<file path="src/rtl/store_unit_pkg.sv">
// Constants, field layouts and carriers shared by the store address and data unit
package store_unit_pkg;

   // APB register byte offsets
   localparam logic [7:0] INSN_OFFSET     = 8'h00;
   localparam logic [7:0] COUNT_OFFSET    = 8'h04;
   localparam logic [7:0] GPR_SEL_OFFSET  = 8'h08;
   localparam logic [7:0] GPR_DATA_OFFSET = 8'h0c;
   localparam logic [7:0] STATUS_OFFSET   = 8'h10;
   localparam logic [7:0] LAST_EA_OFFSET  = 8'h14;

   // Instruction word field positions
   localparam int KIND_LSB    = 30;
   localparam int SIZE_LSB    = 28;
   localparam int INDEXED_BIT = 27;
   localparam int UPDATE_BIT  = 26;
   localparam int SOURCE_LSB  = 21;
   localparam int BASE_LSB    = 16;
   localparam int INDEX_LSB   = 11;
   localparam int SWAP_BIT    = 1;
   localparam int RECORD_BIT  = 0;

   // Operation kinds carried in the instruction word
   localparam logic [1:0] KIND_SINGLE     = 2'h0;
   localparam logic [1:0] KIND_MULTIPLE   = 2'h1;
   localparam logic [1:0] KIND_STRING_IMM = 2'h2;
   localparam logic [1:0] KIND_STRING_IDX = 2'h3;

   // Access sizes
   localparam logic [1:0] SIZE_BYTE = 2'h0;
   localparam logic [1:0] SIZE_HALF = 2'h1;
   localparam logic [1:0] SIZE_WORD = 2'h2;

   // Counts and register numbers
   localparam logic [6:0] STRING_MAX_BYTES = 7'h20;
   localparam logic [4:0] GPR_ZERO         = 5'h00;
   localparam logic [4:0] GPR_LAST         = 5'h1f;
   localparam logic [1:0] BYTE_LAST        = 2'h3;

   // Reset values
   localparam logic [31:0] INSN_RESET  = 32'h0000_0000;
   localparam logic [6:0]  COUNT_RESET = 7'h00;

   // One store beat towards the data storage path
   typedef struct packed {
      logic [31:0] addr;
      logic [31:0] data;   // Right aligned
      logic [2:0]  bytes;  // 1, 2 or 4
   } store_req_s;

   // Exceptions reported by the storage path for the beat on offer
   typedef struct packed {
      logic dataStorage;
      logic translationMiss;
      logic addrCompare;
   } store_exc_s;

endpackage

</file>
<file path="src/rtl/gpr_file.sv">
// General register file: 32 words, one registered read port, one write port
`timescale 1ns/1ps
`default_nettype none
module gpr_file (
   // Clock and reset
   input  wire logic        clk,
   input  wire logic        rstN,
   // Read port, data one cycle after the address
   input  wire logic [4:0]  rdAddr,
   output logic      [31:0] rdData,
   // Write port
   input  wire logic        wrEn,
   input  wire logic [4:0]  wrAddr,
   input  wire logic [31:0] wrData
);

   logic [31:0] mem [0:31];

   // Array has no reset; software loads it before use
   always_ff @(posedge clk) begin
      if (wrEn) begin
         mem[wrAddr] <= wrData;
      end
   end

   // Registered read data
   always_ff @(posedge clk or negedge rstN) begin
      if (!rstN) begin
         rdData <= 32'h0000_0000;
      end else begin
         rdData <= mem[rdAddr];
      end
   end

endmodule
`default_nettype wire

</file>
<file path="src/rtl/store_unit.sv">
// Store address and data unit with APB control and a storage request port
`timescale 1ns/1ps
`default_nettype none
// What this block does
// RULE1: Indexed forms add the full index register to the base value.
// RULE2: Displacement forms sign-extend the 16-bit displacement and add it to base.
// RULE3: Base value is zero when the base field is register 0.
// RULE4: Byte stores write source bits 24:31, the low byte.
// RULE5: Halfword stores write the source's low sixteen bits.
// RULE6: Swapped halfword store exchanges the two low bytes before writing.
// RULE7: Swapped word store reverses all four bytes before writing.
// RULE8: Word stores write the whole source register.
// RULE9: Update forms write the address back; base zero is an invalid form.
// RULE10: Record bit set leaves condition field zero undefined; nothing produced.
// RULE11: Store multiple writes source through register 31 into consecutive words.
// RULE12: Interrupted multiple and string stores restart from the first register.
// RULE13: Immediate string store address is base value only, no displacement.
// RULE14: Immediate string count comes from the count field; zero means 32.
// RULE15: String stores walk successive registers, wrapping from 31 to 0.
// RULE16: String bytes leave each register most significant byte first.
// RULE17: Indexed string store takes its count from the string length field.
// RULE18: Zero string length makes the indexed string store a no-operation.
// RULE19: Zero-length indexed string store takes no storage exception interrupt.
module store_unit (
   // Clock and reset
   input  wire logic                     clk,
   input  wire logic                     rst_n,
   // APB slave
   input  wire logic                     psel,
   input  wire logic                     penable,
   input  wire logic                     pwrite,
   input  wire logic [7:0]               paddr,
   input  wire logic [31:0]              pwdata,
   output logic      [31:0]              prdata,
   output logic                          pready,
   output logic                          pslverr,
   // Storage path
   output logic                          storeValid,
   output store_unit_pkg::store_req_s    storeReq,
   input  wire logic                     storeReady,
   input  wire store_unit_pkg::store_exc_s storeExc,
   output logic                          excTaken,
   // Core interrupt request, abandons the operation in flight
   input  wire logic                     abortReq
);

   typedef enum logic [2:0] {IDLE, GET_BASE, GET_INDEX, CALC, GET_SRC, LOAD, SEND, WRBACK} state_e;

   typedef struct packed {
      state_e      st;
      logic [31:0] insn;
      logic [6:0]  count;    // String length field
      logic [4:0]  gprSel;
      logic [31:0] base;
      logic [31:0] ea;       // Start address of the operation
      logic [31:0] cur;      // Address of the beat on offer
      logic [31:0] word;
      logic [4:0]  srcReg;
      logic [6:0]  remain;
      logic [1:0]  byteIdx;
      logic        invalid;
      logic        excSeen;
   } state_s;

   state_s      r;
   state_s      n;
   logic [1:0]  rstSync;
   logic        rstN;
   logic [4:0]  rdAddr;
   logic [31:0] rdData;
   logic        wrEn;
   logic [4:0]  wrAddr;
   logic [31:0] wrData;
   logic        access;
   logic        busy;
   logic        anyExc;

   // Byte order exchange of a halfword
   function automatic logic [15:0] swapHalf(input logic [15:0] h);
      swapHalf = {h[7:0], h[15:8]};
   endfunction

   // Byte order reversal of a word
   function automatic logic [31:0] swapWord(input logic [31:0] w);
      swapWord = {w[7:0], w[15:8], w[23:16], w[31:24]};
   endfunction

   // Five-bit register field of the instruction word
   function automatic logic [4:0] regField(input logic [31:0] i, input int lsb);
      regField = i[lsb +: 5];
   endfunction

   // Byte count for a beat of the given size
   function automatic logic [31:0] sizeBytes(input logic [1:0] s);
      unique case (s)
         store_unit_pkg::SIZE_BYTE: sizeBytes = 32'h0000_0001;
         store_unit_pkg::SIZE_HALF: sizeBytes = 32'h0000_0002;
         default:                   sizeBytes = 32'h0000_0004;
      endcase
   endfunction

   // Reset release through two flops
   always_ff @(posedge clk or negedge rst_n) begin
      if (!rst_n) begin
         rstSync <= 2'h0;
      end else begin
         rstSync <= {rstSync[0], 1'b1};
      end
   end
   assign rstN = rstSync[1];

   gpr_file u_gprs (
      .clk    (clk),
      .rstN   (rstN),
      .rdAddr (rdAddr),
      .rdData (rdData),
      .wrEn   (wrEn),
      .wrAddr (wrAddr),
      .wrData (wrData)
   );

   // Decoded instruction fields
   logic [1:0]  kind;
   logic [1:0]  size;
   logic        indexed;
   logic        update;
   logic        swap;
   logic [4:0]  baseField;
   logic [4:0]  countField;
   assign kind       = r.insn[store_unit_pkg::KIND_LSB +: 2];
   assign size       = r.insn[store_unit_pkg::SIZE_LSB +: 2];
   assign indexed    = r.insn[store_unit_pkg::INDEXED_BIT];
   assign update     = r.insn[store_unit_pkg::UPDATE_BIT];
   assign swap       = r.insn[store_unit_pkg::SWAP_BIT];
   assign baseField  = regField(r.insn, store_unit_pkg::BASE_LSB);
   assign countField = regField(r.insn, store_unit_pkg::INDEX_LSB);

   assign access = psel & penable;
   assign busy   = (r.st != IDLE);
   assign anyExc = storeExc.dataStorage | storeExc.translationMiss | storeExc.addrCompare;

   // Register file read address: the sequencer drives it in GET_BASE, GET_INDEX and GET_SRC, software's gprSel in every other state
   always_comb begin
      unique case (r.st)
         GET_BASE:  rdAddr = baseField;
         GET_INDEX: rdAddr = countField;
         GET_SRC:   rdAddr = r.srcReg;
         default:   rdAddr = r.gprSel;
      endcase
   end

   // Single write port: address write-back wins, software writes only while idle
   always_comb begin
      if (r.st == WRBACK) begin
         wrEn   = 1'b1;                    // RULE9
         wrAddr = baseField;
         wrData = r.ea;
      end else begin
         wrEn   = access & pwrite & !busy & (paddr == store_unit_pkg::GPR_DATA_OFFSET);
         wrAddr = r.gprSel;
         wrData = pwdata;
      end
   end

   // Storage request data, shaped by kind, size and swap
   always_comb begin
      storeReq.addr = r.cur;
      storeReq.data = r.word;
      storeReq.bytes = 3'h4;
      storeValid = (r.st == SEND);
      if (kind == store_unit_pkg::KIND_STRING_IMM || kind == store_unit_pkg::KIND_STRING_IDX) begin
         storeReq.bytes = 3'h1;
         storeReq.data = {24'h00_0000, r.word[(5'd31 - {r.byteIdx, 3'h0}) -: 8]}; // RULE16
      end else if (kind == store_unit_pkg::KIND_SINGLE) begin
         unique case (size)
            store_unit_pkg::SIZE_BYTE: begin
               storeReq.bytes = 3'h1;
               storeReq.data = {24'h00_0000, r.word[7:0]};                      // RULE4
            end
            store_unit_pkg::SIZE_HALF: begin
               storeReq.bytes = 3'h2;
               storeReq.data = {16'h0000, swap ? swapHalf(r.word[15:0])         // RULE6
                                               : r.word[15:0]};                 // RULE5
            end
            default: begin
               storeReq.data = swap ? swapWord(r.word) : r.word;                // RULE7 RULE8
            end
         endcase
      end
   end

   // Exception reported while a beat is on offer abandons the operation
   assign excTaken = (r.st == SEND) & anyExc;

   // APB answers in the access phase with no wait state
   always_comb begin
      pready  = 1'b1;
      pslverr = 1'b0;
      prdata  = 32'h0000_0000;
      if (access) begin
         unique case (paddr)
            store_unit_pkg::INSN_OFFSET:     begin
               prdata  = r.insn;
               pslverr = pwrite & busy;     // No launch while busy
            end
            store_unit_pkg::COUNT_OFFSET:    prdata = {25'h000_0000, r.count};
            store_unit_pkg::GPR_SEL_OFFSET:  prdata = {27'h000_0000, r.gprSel};
            store_unit_pkg::GPR_DATA_OFFSET: begin
               prdata  = busy ? 32'h0000_0000 : rdData;
               pslverr = busy;              // Read port belongs to the sequencer
            end
            store_unit_pkg::STATUS_OFFSET:   prdata = {29'h0000_0000, r.excSeen, r.invalid, busy};
            store_unit_pkg::LAST_EA_OFFSET:  prdata = r.ea;
            default:                         pslverr = 1'b1;
         endcase
      end
      if (pwrite) begin
         prdata = 32'h0;
      end
   end

   // Sequencer and software-visible state
   always_comb begin
      n = r;
      if (access & pwrite & !busy) begin
         if (paddr == store_unit_pkg::COUNT_OFFSET) begin
            n.count = pwdata[6:0];
         end
         if (paddr == store_unit_pkg::GPR_SEL_OFFSET) begin
            n.gprSel = pwdata[4:0];
         end
      end
      unique case (r.st)
         IDLE: begin
            if (access & pwrite & (paddr == store_unit_pkg::INSN_OFFSET)) begin
               n.insn    = pwdata;
               n.invalid = 1'b0;
               n.excSeen = 1'b0;
               // Record bit is accepted and ignored; condition field zero is not driven
               if (pwdata[store_unit_pkg::UPDATE_BIT] &&
                   regField(pwdata, store_unit_pkg::BASE_LSB) == store_unit_pkg::GPR_ZERO) begin
                  n.invalid = 1'b1;                                             // RULE9 RULE10
               end else if (pwdata[store_unit_pkg::KIND_LSB +: 2] == store_unit_pkg::KIND_STRING_IDX &&
                            r.count == 7'h00) begin
                  n.st = IDLE;                 // Nothing offered, so no exception can be taken; RULE18 RULE19
               end else begin
                  n.st = GET_BASE;
               end
            end
         end
         GET_BASE: begin
            n.st = GET_INDEX;
         end
         GET_INDEX: begin
            n.base = (baseField == store_unit_pkg::GPR_ZERO) ? 32'h0000_0000 : rdData; // RULE3
            n.st   = CALC;
         end
         CALC: begin
            if (kind == store_unit_pkg::KIND_STRING_IMM) begin
               n.ea = r.base;                                                   // RULE13
            end else if (indexed) begin
               n.ea = r.base + rdData;                                          // RULE1
            end else begin
               n.ea = r.base + {{16{r.insn[15]}}, r.insn[15:0]};                // RULE2
            end
            n.cur     = n.ea;
            n.srcReg  = regField(r.insn, store_unit_pkg::SOURCE_LSB);
            n.byteIdx = 2'h0;
            if (kind == store_unit_pkg::KIND_STRING_IMM) begin
               n.remain = (countField == 5'h00) ? store_unit_pkg::STRING_MAX_BYTES
                                                : {2'h0, countField};           // RULE14
            end else begin
               n.remain = r.count;                                              // RULE17
            end
            n.st = GET_SRC;
         end
         GET_SRC: begin
            n.st = LOAD;
         end
         LOAD: begin
            n.word = rdData;
            n.st   = SEND;
         end
         SEND: begin
            if (anyExc) begin
               n.excSeen = 1'b1;
               n.st      = IDLE;
            end else if (storeReady) begin
               unique case (kind)
                  store_unit_pkg::KIND_SINGLE: begin
                     n.st = update ? WRBACK : IDLE;
                  end
                  store_unit_pkg::KIND_MULTIPLE: begin
                     n.cur = r.cur + 32'h0000_0004;
                     if (r.srcReg == store_unit_pkg::GPR_LAST) begin
                        n.st = IDLE;
                     end else begin
                        n.srcReg = r.srcReg + 5'h01;                            // RULE11
                        n.st     = GET_SRC;
                     end
                  end
                  default: begin
                     n.cur    = r.cur + 32'h0000_0001;
                     n.remain = r.remain - 7'h01;
                     if (r.remain == 7'h01) begin
                        n.st = IDLE;                                            // RULE14 RULE17
                     end else if (r.byteIdx == store_unit_pkg::BYTE_LAST) begin
                        n.byteIdx = 2'h0;
                        n.srcReg  = r.srcReg + 5'h01;   // 31 wraps to 0; RULE15
                        n.st      = GET_SRC;
                     end else begin
                        n.byteIdx = r.byteIdx + 2'h1;
                     end
                  end
               endcase
            end
         end
         WRBACK: begin
            n.st = IDLE;
         end
      endcase
      // Interrupt drops the operation; relaunch starts again from the first register
      if (abortReq && busy) begin
         n.st = IDLE;                                                           // RULE12
      end
      n.cur = (n.st == CALC) ? r.cur : n.cur;
   end

   // State register
   always_ff @(posedge clk or negedge rstN) begin
      if (!rstN) begin
         r <= '{st: IDLE, insn: store_unit_pkg::INSN_RESET, count: store_unit_pkg::COUNT_RESET,
                gprSel: 5'h00, base: 32'h0000_0000, ea: 32'h0000_0000, cur: 32'h0000_0000,
                word: 32'h0000_0000, srcReg: 5'h00, remain: 7'h00, byteIdx: 2'h0,
                invalid: 1'b0, excSeen: 1'b0};
      end else begin
         r <= n;
      end
   end

endmodule
`default_nettype wire

</file>
<file path="config.mk">
export PLATFORM = sky130hd
export DESIGN_NAME = store_unit
export DESIGN_NICKNAME = d
export VERILOG_FILES = /design/src/rtl/store_unit_pkg.sv /design/src/rtl/gpr_file.sv /design/src/rtl/store_unit.sv
export SDC_FILE = /design/constraint.sdc
export NUM_CORES = 2
export LEC_CHECK = 0
export BUFFER_PORTS_ARGS = -buffer_cell sky130_fd_sc_hd__buf_4
export CAP_MARGIN = 20
export CORE_MARGIN = 2
export CORE_UTILIZATION = 30
export DETAILED_ROUTE_END_ITERATION = 10
export SYNTH_ARGS = -nofsm -noshare
export SYNTH_HDL_FRONTEND = slang
export SYNTH_SLANG_ARGS = --single-unit
</file>
<file path="constraint.sdc">
create_clock -name clk -period 8.85 [get_ports clk]
set_input_delay 0.885 -clock clk [delete_from_list [all_inputs] [get_ports clk]]
set_output_delay 0.885 -clock clk [all_outputs]
set_load 0.005 [all_outputs]
</file>
==> reports/qor.csv <==
stage;metric;value;unit
route;DRC viols;0;
route;DR pass1 iterations;6;
route;total number of vias;38000;
synthesis;Synth Cell Area;0.0544;sq mm
floorplanning;# IOs;153;
synthesis;Post-synth EDFFs;1024;
sta;Setup Skew;0.0402;ns
synthesis;leading area contributor after synthesis;edfxtp_1;
placement;detailed placement HPWL;105000;um
clock_tree;Root Buffer Master;clkbuf_16;
clock_tree;H-tree Lvls;4;
clock_tree;CTS sink count;1249;
cells_and_area;share of layout cells above drive strength 1;13.5;%
power_and_ir_drop;Power Density;196;mW/mm^2
route;DR iter-0 viols;4257;
sta;Max transition margin;26.7;%
grt;total congestion overflow;0;
critical_path;crit path to;storeReq[15];
synthesis;ys flop type;edfxtp_1;
route;vias per inst;5.37;
route;WL final;171000;um
grt;first-pass GRT wire length;249000;um
critical_path;Worst Path Arrival;4.13;ns
synthesis;Mean Syn Cell Area;12.1;sq um
cells_and_area;register area;0.0364;sq mm
route;Avg WL per Cell;24.1;um
critical_path;Setup crit end kind;output pin;
sta;final hold vios;0;
status;status;finished clean;
placement;port buffer count;151;
floorplanning;Die Area;0.185;sq mm
synthesis;distinct cell type count after synthesis;83;
job;max-cap violations;0;
critical_path;R2R setup slack;4.08;ns
cells_and_area;Layout Cells excl Fill;7066;
sta;worst-margin pin slew;1.10;ns
synthesis;Yosys top cell area share;56.5;%
critical_path;RR Endpoint;u_gprs.rdData[12];
cells_and_area;Area Overhead vs Synth;15.3;%
clock_tree;Clk Latency, worst-skew pair;0.78;ns
floorplanning;row count;156;
synthesis;largest cells by area after synthesis;edfxtp_1, dfrtp_1, nand2_1;
critical_path;Worst R2R Start;r[188];
sta;max-slew violation count;0;
floorplanning;Die Wd;430;um
min_path;Hold WC Path Type;primary input to register;
synthesis;Cells after Synth;4509;
sta;unrepaired setup endpoints after global routing;false;
clock_tree;TritonCTS clock tree;done;
critical_path;critical path class;register to output pin;
synthesis;Warnings, synthesis;0;
grt;vias in the first global route;36200;
synthesis;fraction of registers with async set/reset;18.0;%
critical_path;worst reg-to-reg path cell count;9;
sta;final setup fails;0;
clock_tree;TritonCTS Buffers;132;
power_and_ir_drop;maximum vdd ir drop;0.000168;V
floorplanning;Core Area;0.181;sq mm
cells_and_area;footprint of the multi-input gates;0.0167;sq mm
cells_and_area;Final nets;4677;
placement;gpl congestion;0.902;
power_and_ir_drop;leak pwr;23.2;nW
critical_path;critical path launch point type;register;
grt;initial antenna violation count;5;
synthesis;sequential-to-total area share from yosys stat;66.9;%
floorplanning;die height;430;um
placement;Cells after DPL;6820;
route;antenna-violating nets left;0;
sta;period utilization;56.6;%
grt;Tot GR Track Use;18.0;%
clock_tree;setup bufs post-CTS;0;
floorplanning;Initial Util;30.1;%
critical_path;crit path launch;r[157];
clock_tree;Worst-path clk slew;0.06;ns
synthesis;FF+latch count, synth;1249;
sta;Fmax;200;MHz
clock_tree;CTS max path bufs;3;
critical_path;Worst Path Max Fanout;15;
sta;Setup TNS;0;ns
min_path;worst hold path depth;2;
critical_path;CP required;7.97;ns
grt;largest net degree at the start of global routing;173;
cells_and_area;fillcell total;17400;
sta;Tmin final;5.01;ns
==> power by group <==
part	switching, W	total, W	internal (W)
combinational	0.000253	0.000337	0.0000848
clock	0.00237	0.00556	0.00319
sequential	0.0000403	0.00641	0.00637
total	0.00267	0.0123	0.00964
==> per-layer routing <==
metal	up-vias	global-route usage (%)	share of wire (%)
met3	299	3.07	8.1
met1	19100	24.6	42
met2	1752	28.4	46
met4	2	7.28	3.9
li1	16800	-	-
met5	-	0	0.0076
==> kinds of logic (layout without fill, tap and decap cells) <==
| kind of cell | after synthesis | count (layout) | synth area share [%] |
|---|---|---|---|
| compound gates | 788 | 788 | 9.71 |
| xor+xnor | 23 | 23 | 0.370 |
| fa+ha+maj | 40 | 40 | 0.929 |
| buf+inv | 351 | 533 | 3.14 |
| flops | 1249 | 1249 | 66.9 |
| mux | 209 | 209 | 4.24 |
| other cells | 1 | 6 | 0.00689 |
| simple gates | 1848 | 1848 | 14.7 |
==> synth_stat cells (all sizes together) (10+ instances only) <==
| cell type | n |
|---|---|
| nand2 | 1117 |
| edfxtp | 1024 |
| nand3 | 274 |
| dfrtp | 225 |
| a21oi | 207 |
| buf | 187 |
| nor2 | 181 |
| o21ai | 161 |
| clkbuf | 140 |
| mux2i | 108 |
| mux2 | 93 |
| and3 | 80 |
| a22o | 54 |
| nand4 | 49 |
| a31oi | 48 |
| nor4 | 41 |
| o22ai | 40 |
| ha | 38 |
| a211o | 35 |
| a222oi | 35 |
| o31a | 33 |
| a311oi | 32 |
| a21o | 31 |
| nor3 | 26 |
| a22oi | 25 |
| inv | 23 |
| nand2b | 21 |
| nor2b | 16 |
| xnor2 | 13 |
| o211ai | 12 |
| xor2 | 10 |
==> sequential cells by signal, summed over array words and instances (netlist names) <==
name and count:
r 146, baseField 5, countField 5, rstSync 2, storeReq 32, kind 2, u_gprs.rdData 32, u_gprs.mem 1024
indexed 1
==> worst min path at each step <==
stage / startpoint / endpoint / slack, ns
after global routing: abortReq / r[190] / 0.30
after floorplan: rstSync[0] / rstSync[1] / 0.33
after global placement: rstSync[0] / rstSync[1] / 0.34
after detailed placement: rstSync[0] / rstSync[1] / 0.35
final: abortReq / r[189] / 0.33
after CTS: abortReq / r[189] / 0.28
==> what timing repair did <==
action	CTS	global route
hold buffers	1	0
gates resized for setup	0	0
hold endpoints to repair	2	0
endpoints found under the setup margin	0	0
==> critical path, stage by stage, from the launching register on <==
cell and delay, ns:
dfrtp_1 0.70, clkinv_1 0.48, nor2_1 0.58, and2_1 0.46
nor2b_1 0.41, buf_4 0.29, a22oi_1 0.10, o21ai_0 0.16
buf_4 0.18
==> stage by stage <==
step	setup slack (ns)	cell area, sq um	power, W	hold slack, ns	utilization [%]
after global routing	3.72	62700	0.0126	0.297	34.7
after global placement	3.84	58100	0.00687	0.337	32.2
after floorplan	2.12	54400	0.00668	0.331	-
after CTS	3.96	62600	0.0124	0.281	34.7
after detailed placement	3.86	58300	0.00687	0.346	32.3
final	3.84	62700	0.0123	0.327	34.7
==> layout by cell type, fill, tap and decap left out, types with 80 or more instances in the layout <==
cell          n
a21oi_1     204
o21ai_0     137
and3_1       80
nor2_1      146
clkbuf_16   136
edfxtp_1   1024
buf_4       254
mux2_2       93
dfrtp_1     224
mux2i_1     108
nand3_1     271
nand2_1    1112
==> area by class of cell <==
class                           count  area share, %
Clock buffer                      175           5.74
Timing Repair Buffer              271           3.61
Antenna cell                        4         0.0160
Sequential cell                  1249           58.0
Multi-Input combinational cell   2910           26.6
Tap cell                         2370           4.73
Clock inverter                     63           1.16
Inverter                           24          0.144
Note: power is estimated with default switching activity, not from simulation.
